[config.mk]
export PLATFORM = sky130hd
export DESIGN_NAME = lad_parser
export DESIGN_NICKNAME = d
export VERILOG_FILES = /design/src/common/lad_pkg.sv /design/src/core/lad_parser.sv
export VERILOG_INCLUDE_DIRS = /design/src /design/src/common
export SDC_FILE = /design/constraint.sdc
export NUM_CORES = 1
export LEC_CHECK = 0
export ABC_AREA = 1
export BUFFER_PORTS_ARGS = -buffer_cell sky130_fd_sc_hd__buf_2
export CAP_MARGIN = 30
export CELL_PAD_IN_SITES_DETAIL_PLACEMENT = 2
export CELL_PAD_IN_SITES_GLOBAL_PLACEMENT = 2
export CORE_AREA = 2 2 209 211
export CTS_CLUSTER_SIZE = 28
export DETAILED_ROUTE_END_ITERATION = 10
export DIE_AREA = 0 0 211 213
export PLACE_DENSITY = 0.8
export SYNTH_ARGS = -nofsm -noshare
export SYNTH_HDL_FRONTEND = slang
export SYNTH_SLANG_ARGS = --single-unit
[constraint.sdc]
create_clock -name mclk -period 2.4 [get_ports mclk]
set_clock_uncertainty 0.1 [all_clocks]
set_input_delay 0 -clock mclk [delete_from_list [all_inputs] [get_ports mclk]]
set_output_delay 0 -clock mclk [all_outputs]
set_load 0.005 [all_outputs]
[src/common/lad_defs.svh]
// Constants for the logon and acquisition descriptor parser
`ifndef LAD_DEFS_SVH
`define LAD_DEFS_SVH

// ----------------------------------------------------------------
// Descriptor tags (plain defaults, overridable by parameter)
// ----------------------------------------------------------------
`define LAD_LOGON_TAG 8'hA1
`define LAD_ACQ_TAG 8'hA2

// ----------------------------------------------------------------
// Body sizes in bytes after the length byte
// ----------------------------------------------------------------
`define LAD_BODY_MAX 12
`define LAD_LEN_ATM_IP 8'h08
`define LAD_LEN_ATM_ATM 8'h0C
`define LAD_LEN_TS 8'h06
`define LAD_LEN_TS_LABEL 8'h08
`define LAD_LEN_ACQ 8'h0A
`define LAD_LEN_LOGON_MIN 8'h05

// ----------------------------------------------------------------
// Bit positions inside the flag bytes (body bytes 3 and 4)
// ----------------------------------------------------------------
`define LAD_BIT_HANDSHAKE 4
`define LAD_BIT_PREFIX 3
`define LAD_BIT_LABEL 2
`define LAD_BIT_MINI 1
`define LAD_BIT_CMINI 0
`define LAD_BIT_BURST 5
`define LAD_BIT_CONN 4

// ----------------------------------------------------------------
// Reset values: default signalling channel 0/5
// ----------------------------------------------------------------
`define LAD_SETUP_PATH_RST 8'h00
`define LAD_SETUP_CHAN_RST 16'h0005

`endif

[src/common/lad_pkg.sv]
// Types for the logon and acquisition descriptor parser
package lad_pkg;
  typedef enum logic [1:0] {
    LAD_S_TAG = 2'b00,
    LAD_S_LEN = 2'b01,
    LAD_S_BODY = 2'b11,
    LAD_S_EVAL = 2'b10
  } lad_state_t;
endpackage

[src/core/lad_parser.sv]
// Parser for the logon-initialise and acquisition-assignment descriptors
`include "lad_defs.svh"

module lad_parser #(
  parameter logic [7:0] LOGON_TAG = `LAD_LOGON_TAG,
  parameter logic [7:0] ACQ_TAG = `LAD_ACQ_TAG
) (
  input wire logic mclk,
  input wire logic srst,
  input wire logic in_valid,
  input wire logic in_first,
  input wire logic [7:0] in_data,
  input wire logic plan_acq_valid,
  input wire logic [4:0] plan_acq_frame,
  input wire logic [10:0] plan_acq_slot,
  input wire logic meas_valid,
  input wire logic [7:0] meas_time_corr,
  input wire logic [15:0] meas_freq_corr,
  output lad_pkg::lad_state_t state,
  output logic logon_done,
  output logic acq_done,
  output logic desc_error,
  output logic [7:0] terminal_group_number,
  output logic [15:0] terminal_session_number,
  output logic handshake_required,
  output logic prefix_method,
  output logic unit_labelling,
  output logic mini_slot,
  output logic contention_mini_slot,
  output logic burst_is_stream,
  output logic atm_connectivity,
  output logic [7:0] uplink_path_id,
  output logic [15:0] uplink_channel_id,
  output logic [7:0] uplink_setup_path_id,
  output logic [15:0] uplink_setup_channel_id,
  output logic [7:0] downlink_setup_path_id,
  output logic [15:0] downlink_setup_channel_id,
  output logic [12:0] uplink_payload_stream_id,
  output logic [12:0] uplink_admin_stream_id,
  output logic [7:0] coarse_timing_limit,
  output logic [15:0] coarse_freq_limit,
  output logic [5:0] coarse_burst_count,
  output logic coarse_sustained,
  output logic [15:0] coarse_first_superframe,
  output logic [4:0] coarse_frame_index,
  output logic [5:0] coarse_repeat_interval,
  output logic [10:0] coarse_slot_index,
  output logic coarse_from_plan,
  output logic ready_for_fine_sync
);
  import lad_pkg::*;

  // ----------------------------------------------------------------
  // Helpers
  // ----------------------------------------------------------------
  function automatic logic [15:0] lad_mag(input logic [15:0] v);
    lad_mag = v[15] ? 16'(~v + 16'h0001) : v;
  endfunction

  // Expected logon body length from the flag bytes
  function automatic logic [7:0] lad_logon_len(input logic [7:0] b3, input logic [7:0] b4);
    if (!b4[`LAD_BIT_BURST]) begin
      lad_logon_len = b4[`LAD_BIT_CONN] ? `LAD_LEN_ATM_ATM : `LAD_LEN_ATM_IP;
    end else begin
      lad_logon_len = b3[`LAD_BIT_LABEL] ? `LAD_LEN_TS_LABEL : `LAD_LEN_TS;
    end
  endfunction

  // ----------------------------------------------------------------
  // Byte collection and decode
  // ----------------------------------------------------------------
  logic [7:0] tag, next_tag;
  logic [7:0] len, next_len;
  logic [7:0] cnt, next_cnt;
  logic [7:0] body [`LAD_BODY_MAX];
  logic [7:0] next_body [`LAD_BODY_MAX];
  lad_state_t next_state;
  logic next_logon_done, next_acq_done, next_desc_error;
  logic [7:0] next_group;
  logic [15:0] next_session;
  logic [4:0] next_flags;
  logic next_stream, next_atm;
  logic [7:0] next_upath, next_uspath, next_dspath;
  logic [15:0] next_uchan, next_uschan, next_dschan;
  logic [12:0] next_pay, next_adm;
  logic [7:0] next_tlim;
  logic [15:0] next_flim, next_sf;
  logic [5:0] next_rep, next_per;
  logic [4:0] next_frame;
  logic [10:0] next_slot;
  logic next_from_plan;

  always_comb begin
    next_state = state;
    next_tag = tag;
    next_len = len;
    next_cnt = cnt;
    next_body = body;
    next_logon_done = 1'b0;
    next_acq_done = 1'b0;
    next_desc_error = 1'b0;
    next_group = terminal_group_number;
    next_session = terminal_session_number;
    next_flags = {handshake_required, prefix_method, unit_labelling, mini_slot,
                  contention_mini_slot};
    next_stream = burst_is_stream;
    next_atm = atm_connectivity;
    next_upath = uplink_path_id;
    next_uchan = uplink_channel_id;
    next_uspath = uplink_setup_path_id;
    next_uschan = uplink_setup_channel_id;
    next_dspath = downlink_setup_path_id;
    next_dschan = downlink_setup_channel_id;
    next_pay = uplink_payload_stream_id;
    next_adm = uplink_admin_stream_id;
    next_tlim = coarse_timing_limit;
    next_flim = coarse_freq_limit;
    next_rep = coarse_burst_count;
    next_sf = coarse_first_superframe;
    next_frame = coarse_frame_index;
    next_per = coarse_repeat_interval;
    next_slot = coarse_slot_index;
    next_from_plan = coarse_from_plan;
    if (plan_acq_valid) begin
      next_frame = plan_acq_frame;
      next_slot = plan_acq_slot;
      next_from_plan = 1'b1;
    end
    if (state == LAD_S_EVAL) begin
      // Reserved bits are simply never selected below
      if (tag == LOGON_TAG) begin
        if (len < `LAD_LEN_LOGON_MIN || len != lad_logon_len(body[3], body[4])) begin
          next_desc_error = 1'b1;
        end else begin
          next_logon_done = 1'b1;
          next_group = body[0];
          next_session = {body[1], body[2]};
          next_flags = body[3][`LAD_BIT_HANDSHAKE:`LAD_BIT_CMINI];
          next_stream = body[4][`LAD_BIT_BURST];
          if (!body[4][`LAD_BIT_BURST]) begin
            next_atm = body[4][`LAD_BIT_CONN];
            if (!body[4][`LAD_BIT_CONN]) begin
              next_upath = body[5];
              next_uchan = {body[6], body[7]};
            end else begin
              next_uspath = body[5];
              next_uschan = {body[6], body[7]};
              next_dspath = body[9];
              next_dschan = {body[10], body[11]};
            end
          end else begin
            next_atm = 1'b0;
            next_pay = {body[4][4:0], body[5]};
            if (body[3][`LAD_BIT_LABEL]) begin
              next_adm = {body[6][4:0], body[7]};
            end
          end
        end
      end else if (tag == ACQ_TAG) begin
        if (len != `LAD_LEN_ACQ) begin
          next_desc_error = 1'b1;
        end else begin
          next_acq_done = 1'b1;
          next_tlim = body[0];
          next_flim = {body[1], body[2]};
          next_rep = body[3][5:0];
          next_sf = {body[4], body[5]};
          next_frame = body[6][4:0];
          next_per = body[7][5:0];
          next_slot = {body[8][2:0], body[9]};
          next_from_plan = 1'b0;
        end
      end
    end
    case (state)
      LAD_S_TAG, LAD_S_EVAL: begin
        next_state = LAD_S_TAG;
        if (in_valid) begin
          next_tag = in_data;
          next_state = LAD_S_LEN;
        end
      end
      LAD_S_LEN: begin
        if (in_valid) begin
          next_len = in_data;
          next_cnt = 8'h00;
          next_state = (in_data == 8'h00) ? LAD_S_EVAL : LAD_S_BODY;
        end
      end
      LAD_S_BODY: begin
        if (in_valid) begin
          // Bytes past the longest layout are counted but not kept
          if (cnt < 8'(`LAD_BODY_MAX)) begin
            next_body[cnt[3:0]] = in_data;
          end
          next_cnt = 8'(cnt + 8'h01);
          if (8'(cnt + 8'h01) == len) begin
            next_state = LAD_S_EVAL;
          end
        end
      end
      default: next_state = LAD_S_TAG;
    endcase
    // A marked first byte resynchronises even mid-descriptor
    if (in_valid && in_first) begin
      next_tag = in_data;
      next_state = LAD_S_LEN;
    end
  end

  always_ff @(posedge mclk) begin
    if (srst) begin
      state <= LAD_S_TAG;
      tag <= 8'h00;
      len <= 8'h00;
      cnt <= 8'h00;
      for (int i = 0; i < `LAD_BODY_MAX; i++) begin
        body[i] <= 8'h00;
      end
      logon_done <= 1'b0;
      acq_done <= 1'b0;
      desc_error <= 1'b0;
      terminal_group_number <= 8'h00;
      terminal_session_number <= 16'h0000;
      {handshake_required, prefix_method, unit_labelling, mini_slot,
       contention_mini_slot} <= 5'h00;
      burst_is_stream <= 1'b0;
      atm_connectivity <= 1'b0;
      uplink_path_id <= 8'h00;
      uplink_channel_id <= 16'h0000;
      uplink_setup_path_id <= `LAD_SETUP_PATH_RST;
      uplink_setup_channel_id <= `LAD_SETUP_CHAN_RST;
      downlink_setup_path_id <= `LAD_SETUP_PATH_RST;
      downlink_setup_channel_id <= `LAD_SETUP_CHAN_RST;
      uplink_payload_stream_id <= 13'h0000;
      uplink_admin_stream_id <= 13'h0000;
      coarse_timing_limit <= 8'h00;
      coarse_freq_limit <= 16'h0000;
      coarse_burst_count <= 6'h00;
      coarse_first_superframe <= 16'h0000;
      coarse_frame_index <= 5'h00;
      coarse_repeat_interval <= 6'h00;
      coarse_slot_index <= 11'h000;
      coarse_from_plan <= 1'b0;
    end else begin
      state <= next_state;
      tag <= next_tag;
      len <= next_len;
      cnt <= next_cnt;
      body <= next_body;
      logon_done <= next_logon_done;
      acq_done <= next_acq_done;
      desc_error <= next_desc_error;
      terminal_group_number <= next_group;
      terminal_session_number <= next_session;
      {handshake_required, prefix_method, unit_labelling, mini_slot,
       contention_mini_slot} <= next_flags;
      burst_is_stream <= next_stream;
      atm_connectivity <= next_atm;
      uplink_path_id <= next_upath;
      uplink_channel_id <= next_uchan;
      uplink_setup_path_id <= next_uspath;
      uplink_setup_channel_id <= next_uschan;
      downlink_setup_path_id <= next_dspath;
      downlink_setup_channel_id <= next_dschan;
      uplink_payload_stream_id <= next_pay;
      uplink_admin_stream_id <= next_adm;
      coarse_timing_limit <= next_tlim;
      coarse_freq_limit <= next_flim;
      coarse_burst_count <= next_rep;
      coarse_first_superframe <= next_sf;
      coarse_frame_index <= next_frame;
      coarse_repeat_interval <= next_per;
      coarse_slot_index <= next_slot;
      coarse_from_plan <= next_from_plan;
    end
  end

  // ----------------------------------------------------------------
  // Coarse-sync exit test
  // ----------------------------------------------------------------
  logic time_ok, freq_ok, next_ready;

  // All-zero count is a standing burst, not zero repeats
  assign coarse_sustained = (coarse_burst_count == 6'h00);

  always_comb begin
    // Same scale as the timing correction, so no shift here
    time_ok = lad_mag({{8{meas_time_corr[7]}}, meas_time_corr})
              <= {8'h00, coarse_timing_limit};
    freq_ok = lad_mag(meas_freq_corr) <= coarse_freq_limit;
    next_ready = ready_for_fine_sync;
    if (meas_valid) begin
      if (coarse_timing_limit != 8'h00 && coarse_freq_limit != 16'h0000) begin
        next_ready = time_ok && freq_ok;
      end else if (coarse_timing_limit != 8'h00) begin
        next_ready = time_ok;
      end else if (coarse_freq_limit != 16'h0000) begin
        next_ready = freq_ok;
      end else begin
        next_ready = time_ok && freq_ok;
      end
    end
  end

  always_ff @(posedge mclk) begin
    if (srst) begin
      ready_for_fine_sync <= 1'b0;
    end else begin
      ready_for_fine_sync <= next_ready;
    end
  end
endmodule // lad_parser

# Word-level counts from Yosys, hierarchy flattened
# Index checks and enable logic that the tools add are counted.
# classes
addsub	3
n_mul	0
div	0
magnitude_cmp	6
n_eq_ne	14
shifts	0
mux	48
n_bitwise	10
n_reduce_logical	30
# ops
op	n
$bwmux W96	1
$mux W8	8
$mux W11	5
$add A16 B1 Y16 const B	2
$demux W8 S4	1
$mux W16	2
$not A16 Y16	2
$mux W5	5
$mux W1	18
$eq A8 B8 Y1 const B	2
$le A16 B16 Y1	1
$le A16 B8 Y1	1
$pmux W8 S2	1
$reduce_bool A16 Y1	1
$reduce_and A3 Y1	5
$reduce_and A5 Y1	3
$ne A3 B3 Y1 const B	3
$add A8 B1 Y8 const B	1
$eq A8 B8 Y1	1
$logic_not A8 Y1	1
$lt A8 B3 Y1 const B	1
$lt A8 B4 Y1 const B	1
$mux W4	2
$ne A8 B4 Y1 const B	1
other kinds (22)	42
# word_totals
reg_bits	324
latch_bits	0
ramBits	0
rom_bits	0
in_bits	54
out_inout_bits	205
elab_cells	157
mem_count	0

# Logic depth before layout (Yosys ltp)
# Gate-level depths: netlist (run 1).
# depth
depth_word	8
mapped_depth	21
depth_no_buf	21

# Least setup slack after synthesis (run 1)
# No wires, ideal clock.
# synth_path
path_kind	input -> register
from	input meas_freq_corr[0]
to	register ready_for_fine_sync
setup_ns	0.070
arrival_time_ns	1.836
required_time_ns	2.230
slack_ns	0.394
cell_stages	21
path_buffers	0
cell_sequence	inv_1 ha_1 inv_1 nor2_1 nand3_1 nor2_1 nor2_1 nor2_1 a21oi_1 xor2_1 ha_1 nand2_1 inv_1 nand3_1 nor2_1 nand3_1 o21ai_0 inv_1 nand2_1 nand2_1 a21oi_1
# synth_between
elab_chain_len	8
# synth_rtl
item	line_no	source
start, declared	lad_parser.sv:18	input wire logic [15:0] meas_freq_corr,
$not A16 Y16	lad_parser.sv:57	lad_mag = v[15] ? 16'(~v + 16'h0001) : v;
$add A16 B1 Y16	lad_parser.sv:57	
$mux W16 *	lad_parser.sv:57	
$le A16 B16 Y1 *	lad_parser.sv:291	freq_ok = lad_mag(meas_freq_corr) <= coarse_freq_limit;
$logic_and A1 B1 Y1	lad_parser.sv:295, lad_parser.sv:301	
$mux W1	lad_parser.sv:298	end else if (coarse_freq_limit != 16'h0000) begin
$mux W1	lad_parser.sv:296	end else if (coarse_timing_limit != 8'h00) begin
$mux W1 *	lad_parser.sv:294	if (coarse_timing_limit != 8'h00 && coarse_freq_limit != 16'h0000) begin
end signal, assigned	lad_parser.sv:310	ready_for_fine_sync <= next_ready;
end, declared	lad_parser.sv:49	output logic ready_for_fine_sync
# Every way passes the cells marked *; elsewhere a longest branch is shown, timed or not.
# A chain may end at the register's enable or synchronous reset.

# Worst setup path in the final report (run 1)
# layout_path
from	register state[0]
to	register body[20] in the netlist's numbering
# layout_between
elab_chain_len	2
# layout_rtl
item	line_no	source
start, declared	lad_parser.sv:19	output lad_pkg::lad_state_t state,
start signal, assigned	lad_parser.sv:246	state <= next_state;
$eq A2 B2 Y1	lad_parser.sv:175	case (state)
$reduce_and A3 Y1 (no line)	n/a	
end signal, assigned	lad_parser.sv:250	body <= next_body;
end, declared	lad_parser.sv:75	logic [7:0] body [`LAD_BODY_MAX];
# Every way passes these cells.

==> impl_results.md, run 1 <==
- Synthesized flop and latch total: 317
- HP Class: in2reg
- I/O pin cnt: 259
- Most common flop cell mapped by yosys: dfxtp_1
- Tcrit/Tclk final: 93.3%
- Simple-Gate Fraction of Synth Area: 20.5%
- Synth cell count leaders: dfxtp_1, nand2_1, nor2_1
- Avg Inst Size Synth: 7.36 um2
- Number of fill cells: 4940
- R2R cell count: 7
- Final min period: 2.24 ns
- Arr. time, crit path: 2.54 ns
- Post-synthesis mux area share: 1.22%
- Via count: 12844
- Largest area contributor in the netlist: dfxtp_1
- Cells after DPL: 2515
- Number of synthesized flops with an enable pin: 0
- Share of cells above drive strength 1: 17.7%
- Fin. Hold Viols: 0
- Initial antenna violation count: 2
- FF/Latch Area: 0.00635 mm2
- P_leak: 8.09 nW
- Largest family of logic cells by synthesized area: simple AND/OR/NAND/NOR gates
- Max H-tree Level: 2
- Critical Path RT: 2.70 ns
- Core area: 0.0427 mm2
- Drt wl/cell: 19.6 um
- Area Growth Syn to Fin: 27.8%
- # rows: 76
- CTS tree: built
- Worst-margin pin slew: 0.593 ns
- Clock Sinks: 317
- Worst slack, placed: -0.257 ns
- Drt initial violations: 472
- Final Hold Slack: 0.195 ns
- Nature of the critical path startpoint: flip-flop
- Syn Nets: 1863
- DPL Wire Length: 34000 um
- R2r startpoint: state[0]
- Max-cap violations: 0
- Ys async rst share: 0%
- Clk pin slew, worst setup/hold paths: 0.07 ns
- Global-route wire length before repair: 79400 um
- Outcome: finished clean
- Max Freq: 447 MHz
- DRC: 0
- CTS root buffer: clkbuf_16
- Synth Area in Compound Gates: 14.8%
- Reg2Reg Setup Slack: 0.16 ns
- Insertion delay to the later sink of the worst-skew pair: 0.53 ns
- Initial Utilization: 30.7%
- GRT overflow: 0
- Die Y-Extent: 213 um
- Max clock buf depth: 3
- Hold depth: 10
- Vias in the first global route: 13956
- Worst hold start: meas_freq_corr[13]
- Synthesized area: 0.0131 mm2
- Final cell count without fillers: 2625
- Post-synthesis sequential area ratio: 48.5%
- Crit path capture type: flip-flop
- RSZ-0062 raised after global routing: yes
- Pwr per Cell Area: 728 mW/mm2
- Drt via density: 4.89
- Die Area: 0.0449 mm2
- Inserted Clock Buffers: 38
- Multi-input gate area: 0.00538 mm2
- CP max FO: 16
- XOR/XNOR Fraction of Synth Area: 1.34%
- Post-Syn Instances: 1779
- Placer congestion estimate: 0.792
- Synth Area in Adders: 2.87%
- Max transition margin: 60.5%
- Yosys cell types: 33
- Peak VDD IR: 357 uV
- Overall routing resource usage: 22.6%
- PortBufs: 258
- WHS Endpoint: ready_for_fine_sync
- Most common cell in the netlist: dfxtp_1
- Nets: 2135
- Largest net degree at the start of global routing: 72
- Drt pass-1 iters: 4
- Slew Viols, Final: 0
- Ys Warns: 0
- Routed Wire Length: 51300 um
- Reg-to-reg endpoint: body[20]
- Chip width: 211 um
- Worst Setup Slack, final: 0.160 ns
- Antenna viol nets, final: 0
- Setup CP Type: reg2reg
- Yosys top cell area share: 48.5%
- Setup Viol. Count Final: 0
- Layout Utilization: 39.2%
- Ranking of synthesized cells by area: dfxtp_1, nand2_1, nor2_1
-- layout by cell type, fill, tap and decap left out, drive strengths merged, types with 3 or more instances in the layout --
cell | Yosys | routed
dfxtp | 317 | 317
nand2 | 304 | 304
buf | 36 | 286
nor2 | 266 | 266
inv | 263 | 264
o21ai | 168 | 168
a21oi | 154 | 154
nand3 | 70 | 70
clkbuf | 59 | 55
o22ai | 43 | 43
dlygate4sd3 | 0 | 41
ha | 30 | 30
mux2i | 16 | 16
xor2 | 14 | 14
nor3 | 13 | 13
nand4 | 9 | 9
xnor2 | 6 | 6
bufinv | 0 | 5
o21bai | 4 | 4
clkinv | 1 | 4
clkinvlp | 0 | 3
-- flip-flops by register name, indices dropped and copies added (netlist names), 11 cells and up --
name and cells:
body 89, coarse_first_superframe 16, coarse_freq_limit 16, downlink_setup_channel_id 16, terminal_session_number 16, uplink_channel_id 16, uplink_setup_channel_id 16, uplink_admin_stream_id 13
uplink_payload_stream_id 13, coarse_slot_index 11
-- timing repair --
action	in CTS	in global routing
endpoints found under the setup margin	1	87
resized for setup	1	7
buffers inserted	0	1
hold buffers	41	0
pin swaps	1	1
hold endpoints to repair	138	0
-- area by class of cell --
cell class	count	share of cell area, %
diodes	1	0.0149
multi-input cells	1103	32.1
clock buffers	55	6.79
flip-flops and latches	317	37.9
clock inverters	12	1.20
repair buffers	327	11.9
inverters	264	5.96
well taps	546	4.08
-- power by group --
| part | switching, mW | internal (mW) |
|---|---|---|
| sequential | 0.0303 | 5.30 |
| combinational | 0.426 | 0.255 |
| clock | 2.35 | 3.83 |
-- worst max-delay path by stage --
stage / start / cells after the start / end
after floorplan: meas_freq_corr[0] / 21 / ready_for_fine_sync
after global placement: meas_freq_corr[0] / 22 / ready_for_fine_sync
after detailed placement: meas_freq_corr[0] / 22 / ready_for_fine_sync
after CTS: body[61] / 10 / downlink_setup_channel_id[6]
after global routing: state[0] / 7 / body[19]
final: state[0] / 7 / body[20]
-- worst max-delay path: stages, from the launching register on --
cell and delay (ns):
dfxtp_1 0.43, nand2_2 0.11, nor2_4 0.14, nand4_1 0.24, nor2_1 0.28, nand2_1 0.39
o21ai_0 0.35, a21oi_1 0.09
-- layer usage --
layer | vias to the layer above | track usage, % | share of wire [%]
li1 | 6153 | - | -
met1 | 6353 | 26.8 | 42
met2 | 257 | 40.7 | 50
met3 | 79 | 4.75 | 5.2
met4 | 2 | 7.36 | 2.9
met5 | - | 0 | 0.025
-- cell families (layout without fill, tap and decap cells) --
logic type,after synthesis,count (layout)
buffers and inverters,359,658
and+or+nand+nor,665,665
DFF,317,317
muxes,16,16
other,0,1
AOI/OAI and AO/OA,372,372
adders and majority gates,30,30
xor gates and xnor gates,20,20
-- through the flow --
step                power [mW]  instance area (um2)  setup TNS (ns)
finish                    12.2                16700               0
global route              12.6                16700          -0.209
CTS                       12.3                16700               0
detailed placement        6.07                15000          -0.257
global placement          6.03                15000               0
floorplan                 5.80                13100               0
Power figures use the tool's default switching activity.
==> run 2, diff against run 1 <==
CORE_AREA = 2 2 203 205   (was 2 2 209 211)
DIE_AREA = 0 0 205 207   (was 0 0 211 213)
PLACE_DENSITY = 0.84   (was 0.8)
clock period = 2.6 ns   (was 2.4 ns; I/O delays follow)
==> impl_results.md, run 2 (synthesized netlist as in run 1, its figures left out) <==
- Drt via density: 4.96 (+1.3%)
- Outcome: finished clean
- Setup CP Type: in2reg
- Die Area: 0.0424 mm2 (-5.6%)
- Max transition margin: 57.8% (-2.7 points)
- Most common cell after layout, fill and taps aside: dfxtp_1
- Worst Setup Slack, final: 0.00233 ns (-0.158 ns)
- Max clock buf depth: 3 (unchanged)
- Overall routing resource usage: 24.9% (+2.3 points)
- DRC: 0 (unchanged)
- Max Freq: 385 MHz
- Via count: 12890 (+0.36%)
- Cells after DPL: 2491 (-0.95%)
- Leading cell types in the layout, fill and taps excluded: dfxtp_1, nand2_1, inv_1
- DPL Wire Length: 33400 um (-1.9%)
- Area Growth Syn to Fin: 26.5%
- Tcrit/Tclk final: 99.9%
- Drt pass-1 iters: 4 (unchanged)
- Initial antenna violation count: 0 (-2)
- Worst-margin pin slew: 0.633 ns (+0.0402 ns)
- PortBufs: 258 (unchanged)
- Layout Utilization: 41.0% (+1.8 points)
- Power, Total: 10.9 mW (-10%)
- Max-cap violations: 0 (unchanged)
- CP max FO: 3 (-13)
- Nature of the critical path startpoint: primary input
- Max H-tree Level: 2 (unchanged)
- P_leak: 8.00 nW (-1.1%)
- Fin area: 0.0166 mm2 (-1.0%)
- Core area: 0.0404 mm2 (-5.5%)
- Biggest register: body
- Clock Sinks: 317 (unchanged)
- Clk pin slew, worst setup/hold paths: 0.07 ns (about the same)
- Inserted Clock Buffers: 38 (unchanged)
- Crit path capture type: flip-flop
- GR Util met3: 4.96% (+0.21 points)
- GRT overflow: 0 (unchanged)
- Pwr per Cell Area: 659 mW/mm2 (-9.4%)
- # rows: 74 (-2.6%)
- Nets: 2125 (-0.47%)
- Antenna cells: 0 (-1)
- Fin. Hold Viols: 0 (unchanged)
- Final Hold Slack: 0.258 ns (+0.0623 ns)
- Critical Path RT: 2.99 ns (+0.29 ns)
- Routed Wire Length: 53100 um (+3.4%)
- Placer congestion estimate: 0.809 (+2.2%)
- Drt wl/cell: 20.4 um (+4.3%)
- CTS root buffer: clkbuf_16
- Slew Viols, Final: 0 (unchanged)
- GR Layer Usage met1: 29.3% (+2.5 points)
- Share of cells above drive strength 1: 17.6% (-0.068 points)
- RSZ-0062 raised after global routing: yes
- Chip width: 205 um (-2.8%)
- Die Y-Extent: 207 um (-2.8%)
- Drt initial violations: 610 (+29%)
- GRT met2 Usage: 44.9% (+4.2 points)
- Arr. time, crit path: 2.98 ns (+0.44 ns)
- Number of fill cells: 4653 (-5.8%)
- Insertion delay to the later sink of the worst-skew pair: 0.55 ns (+0.02 ns)
- HP Class: in2reg
- Setup Viol. Count Final: 0 (unchanged)
- Setup TNS: 0 ns (unchanged)
- Max FFs per register: 89 (unchanged)
- I/O pin cnt: 259 (unchanged)
- Busiest layer in global routing: met2
- Final cell count without fillers: 2601 (-0.91%)
- Vias in the first global route: 14434 (+3.4%)
- Global-route wire length before repair: 82400 um (+3.9%)
- Worst slack, placed: 0.0175 ns (+0.275 ns)
- Initial Utilization: 32.4% (+1.8 points)
- Largest net degree at the start of global routing: 134 (+86%)
- Placed Area: 0.0149 mm2 (-0.64%)
- Peak VDD IR: 399 uV (+12%)
- Final min period: 2.60 ns
- Antenna viol nets, final: 0 (unchanged)
- CTS tree: built
==> run 2: cell count changes in the layout (fill, tap and decap cells not counted), sizes merged <==
cell	before	now
buf	286	276
clkinv	4	10
bufinv	5	1
clkbuf	55	57
clkinvlp	3	1
diode	1	0
inv	264	263
==> run 2: cell type report <==
| cell class | instances | area (um2) | area share [%] |
|---|---|---|---|
| Clock inverter | 11 | 86.3 | 0.521 |
| Multi-Input combinational cell | 1103 | 5400 | 32.6 |
| Timing Repair Buffer | 317 | 1910 | 11.5 |
| Tap cell | 532 | 666 | 4.02 |
| Clock buffer | 57 | 1160 | 6.98 |
| Sequential cell | 317 | 6350 | 38.3 |
| Inverter | 264 | 996 | 6.01 |
==> run 2: critical path, stage by stage <==
cell	delay, ns
buf_2	0.09
inv_1	0.09
ha_1	0.17
inv_1	0.07
nor2_2	0.12
nand3_2	0.10
nor2_2	0.13
nor2_1	0.08
nor2_2	0.16
a21oi_1	0.12
xor2_1	0.18
ha_1	0.30
nand2_1	0.05
inv_1	0.09
nand3_2	0.09
nor2_2	0.15
nand3_1	0.08
o21ai_0	0.09
inv_1	0.07
nand2_1	0.06
nand2_1	0.05
a21oi_1	0.11
dlygate4sd3_1	0.55
==> run 2: power breakdown <==
group          switching [mW]  internal [mW]  total, mW
Sequential             0.0300           4.90       4.93
Combinational           0.400          0.232      0.632
Clock                    2.19           3.17       5.37
==> run 2: routing by layer <==
| metal | wire length, um | vias up |
|---|---|---|
| met1 | 22200 | 6381 |
| met4 | 1590 | 0 |
| met3 | 2700 | 89 |
| li1 | - | 6139 |
| met2 | 26600 | 281 |
| met5 | 0 | - |
==> run 2: path summary, 6_finish.rpt <==
| kind | from | end | slack, ns | depth (start not counted) |
|---|---|---|---|---|
| setup reg to reg | cnt[0] | state[0] | 0.15 | 10 |
| setup / recovery | meas_freq_corr[0] | ready_for_fine_sync | 0.002 | 23 |
| hold reg to reg | body[2] | body[2] | 0.35 | 2 |
| hold / removal | plan_acq_slot[10] | coarse_slot_index[10] | 0.26 | 4 |
==> run 2: timing repair <==
item	CTS	global route
setup buffers	0	1
setup endpoints to repair	0	16
resized for setup	0	15
endpoints found under the hold margin	111	0
hold buffers	41	0
==> run 3, diff against run 2 <==
HOLD_SLACK_MARGIN = 0.08   (was not set)
PLACE_DENSITY = 0.81   (was 0.84)
==> impl_results.md, run 3 (synthesized netlist as in run 1, its figures left out) <==
- Global-route wire length before repair: 80100 um (-2.8%)
- P_leak: 8.03 nW (+0.40%)
- Multi-input gate area: 0.00536 mm2 (-0.74%)
- CP Launch Point: len[2]
- GRT met2 Usage: 42.5% (-2.4 points)
- Die Area: 0.0424 mm2 (unchanged)
- HP Class: in2reg
- Max H-tree Level: 2 (unchanged)
- Core area: 0.0404 mm2 (unchanged)
- CTS tree: built
- Placer congestion estimate: 0.835 (+3.3%)
- Nets: 2128 (+0.14%)
- DPL Wire Length: 33000 um (-1.1%)
- CP max FO: 22 (+19)
- Worst-margin pin slew: 0.611 ns (-0.0221 ns)
- Drt initial violations: 522 (-14%)
- Initial Utilization: 32.4% (unchanged)
- Clock Sinks: 317 (unchanged)
- R2R cell count: 6 (-4)
- Via count: 12821 (-0.54%)
- Final min period: 2.43 ns (-0.165 ns)
- Crit path capture type: flip-flop
- GRT overflow: 0 (unchanged)
- Nature of the critical path startpoint: flip-flop
- Arr. time, crit path: 2.76 ns (-0.22 ns)
- Post-CTS Resized: 0 (unchanged)
- Slew Viols, Final: 0 (unchanged)
- Max Freq: 411 MHz (+6.8%)
- Chip width: 205 um (unchanged)
- Critical Path End: coarse_frame_index[4]
- Most common cell after layout, fill and taps aside: dfxtp_1
- Tcrit/Tclk final: 93.6% (-6.4 points)
- Number of fill cells: 4731 (+1.7%)
- Max FFs per register: 89 (unchanged)
- Leading cell types in the layout, fill and taps excluded: dfxtp_1, nand2_1, nor2_1
- Worst slack, placed: -0.0299 ns (-0.0474 ns)
- I/O pin cnt: 259 (unchanged)
- Setup CP Type: reg2reg
- Peak VDD IR: 404 uV (+1.1%)
- Critical Path RT: 2.92 ns (-0.07 ns)
- Initial antenna violation count: 0 (unchanged)
- Power, Total: 11.3 mW (+3.8%)
- Worst Setup Slack, final: 0.167 ns (+0.165 ns)
- Die Y-Extent: 207 um (unchanged)
- Routed Wire Length: 51500 um (-2.9%)
- Inserted Clock Buffers: 37 (-2.6%)
- Max clock buf depth: 3 (unchanged)
- Fin. Hold Viols: 0 (unchanged)
- Outcome: finished clean
- RSZ-0062 raised after global routing: yes
- # rows: 74 (unchanged)
- Share of cells above drive strength 1: 16.8% (-0.78 points)
- Vias in the first global route: 13940 (-3.4%)
- Pwr per Cell Area: 681 mW/mm2 (+3.3%)
- Area Growth Syn to Fin: 27.1%
- Antenna viol nets, final: 0 (unchanged)
- Overall routing resource usage: 24.0% (-0.82 points)
- Drt via density: 4.93 (-0.57%)
- Insertion delay to the later sink of the worst-skew pair: 0.53 ns (-0.02 ns)
- FF/Latch Area: 0.00635 mm2 (about the same)
- Max transition margin: 59.3% (+1.5 points)
- Drt pass-1 iters: 4 (unchanged)
- Post-CTS setup buffer count: 0 (unchanged)
- DRC: 0 (unchanged)
- Setup Viol. Count Final: 0 (unchanged)
- PortBufs: 258 (unchanged)
- Reg2Reg Setup Slack: 0.17 ns (+0.02 ns)
- CTS root buffer: clkbuf_16
- Busiest layer in global routing: met2
- Antenna cells: 0 (unchanged)
- GR Util met3: 4.91% (-0.047 points)
- Reg-to-reg endpoint: coarse_frame_index[4]
- Max-cap violations: 0 (unchanged)
- GR Layer Usage met1: 29.1% (-0.19 points)
- Biggest register: body
- Largest net degree at the start of global routing: 109 (-19%)
- R2r startpoint: len[2]
- Setup TNS: 0 ns (unchanged)
- Drt wl/cell: 19.8 um (-3.0%)
- Clk pin slew, worst setup/hold paths: 0.06 ns (about the same)
-- run 3: worst min path at each step --
stage | start | end | slack [ns] | cells after the start
4_1_cts | meas_freq_corr[13] | ready_for_fine_sync | 0.24 | 10
5_1_grt | meas_valid | ready_for_fine_sync | 0.29 | 5
3_5_place_dp | plan_acq_slot[4] | coarse_slot_index[4] | 0.20 | 3
2_1_floorplan | meas_valid | ready_for_fine_sync | 0.08 | 3
6_report | meas_valid | ready_for_fine_sync | 0.27 | 5
3_3_place_gp | plan_acq_slot[0] | coarse_slot_index[0] | 0.19 | 3
-- run 3: layout make-up --
type / instances / area share, %
Inverter: 264 / 6.00
Clock buffer: 52 / 6.58
Tap cell: 532 / 4.00
Timing Repair Buffer: 321 / 11.6
Sequential cell: 317 / 38.1
Clock inverter: 13 / 1.49
Multi-Input combinational cell: 1103 / 32.2
-- run 3: per-layer routing --
layer / vias to the layer above / part of all wire [%]
met5: - / 0
met4: 0 / 2.9
met3: 89 / 5.4
met2: 278 / 49
met1: 6318 / 42
li1: 6136 / -
-- run 3: power breakdown --
part           internal [mW]  switching (mW)  total [mW]
registers               4.90          0.0301        4.93
logic                  0.236           0.396       0.632
clock network           3.63            2.15        5.78
total                   8.77            2.57        11.3
-- run 3: timing repair --
action                                  in CTS  in global routing
endpoints found under the setup margin       0                  4
hold buffers                                47                  0
endpoints found under the hold margin      177                  0
-- run 3: per-stage QoR --
| step | hold WS, ns | instance area, um2 | std cells | utilization (%) |
|---|---|---|---|---|
| detailed placement | 0.200 | 14800 | 2490 | 36.7 |
| finish | 0.266 | 16600 | 2602 | 41.2 |
| floorplan | 0.0752 | 13100 | 1779 | - |
| CTS | 0.241 | 16600 | 2602 | 41.2 |
| global placement | 0.194 | 14800 | 2490 | 36.7 |
| global route | 0.292 | 16600 | 2602 | 41.2 |
-- run 3: critical path, cell delays in order, from the launching register on --
cell and delay, ns:
dfxtp_1 0.31, inv_1 0.15, nand3_1 0.14, nor4_2 0.49, nand3_4 0.44, buf_4 0.37, o22ai_1 0.30
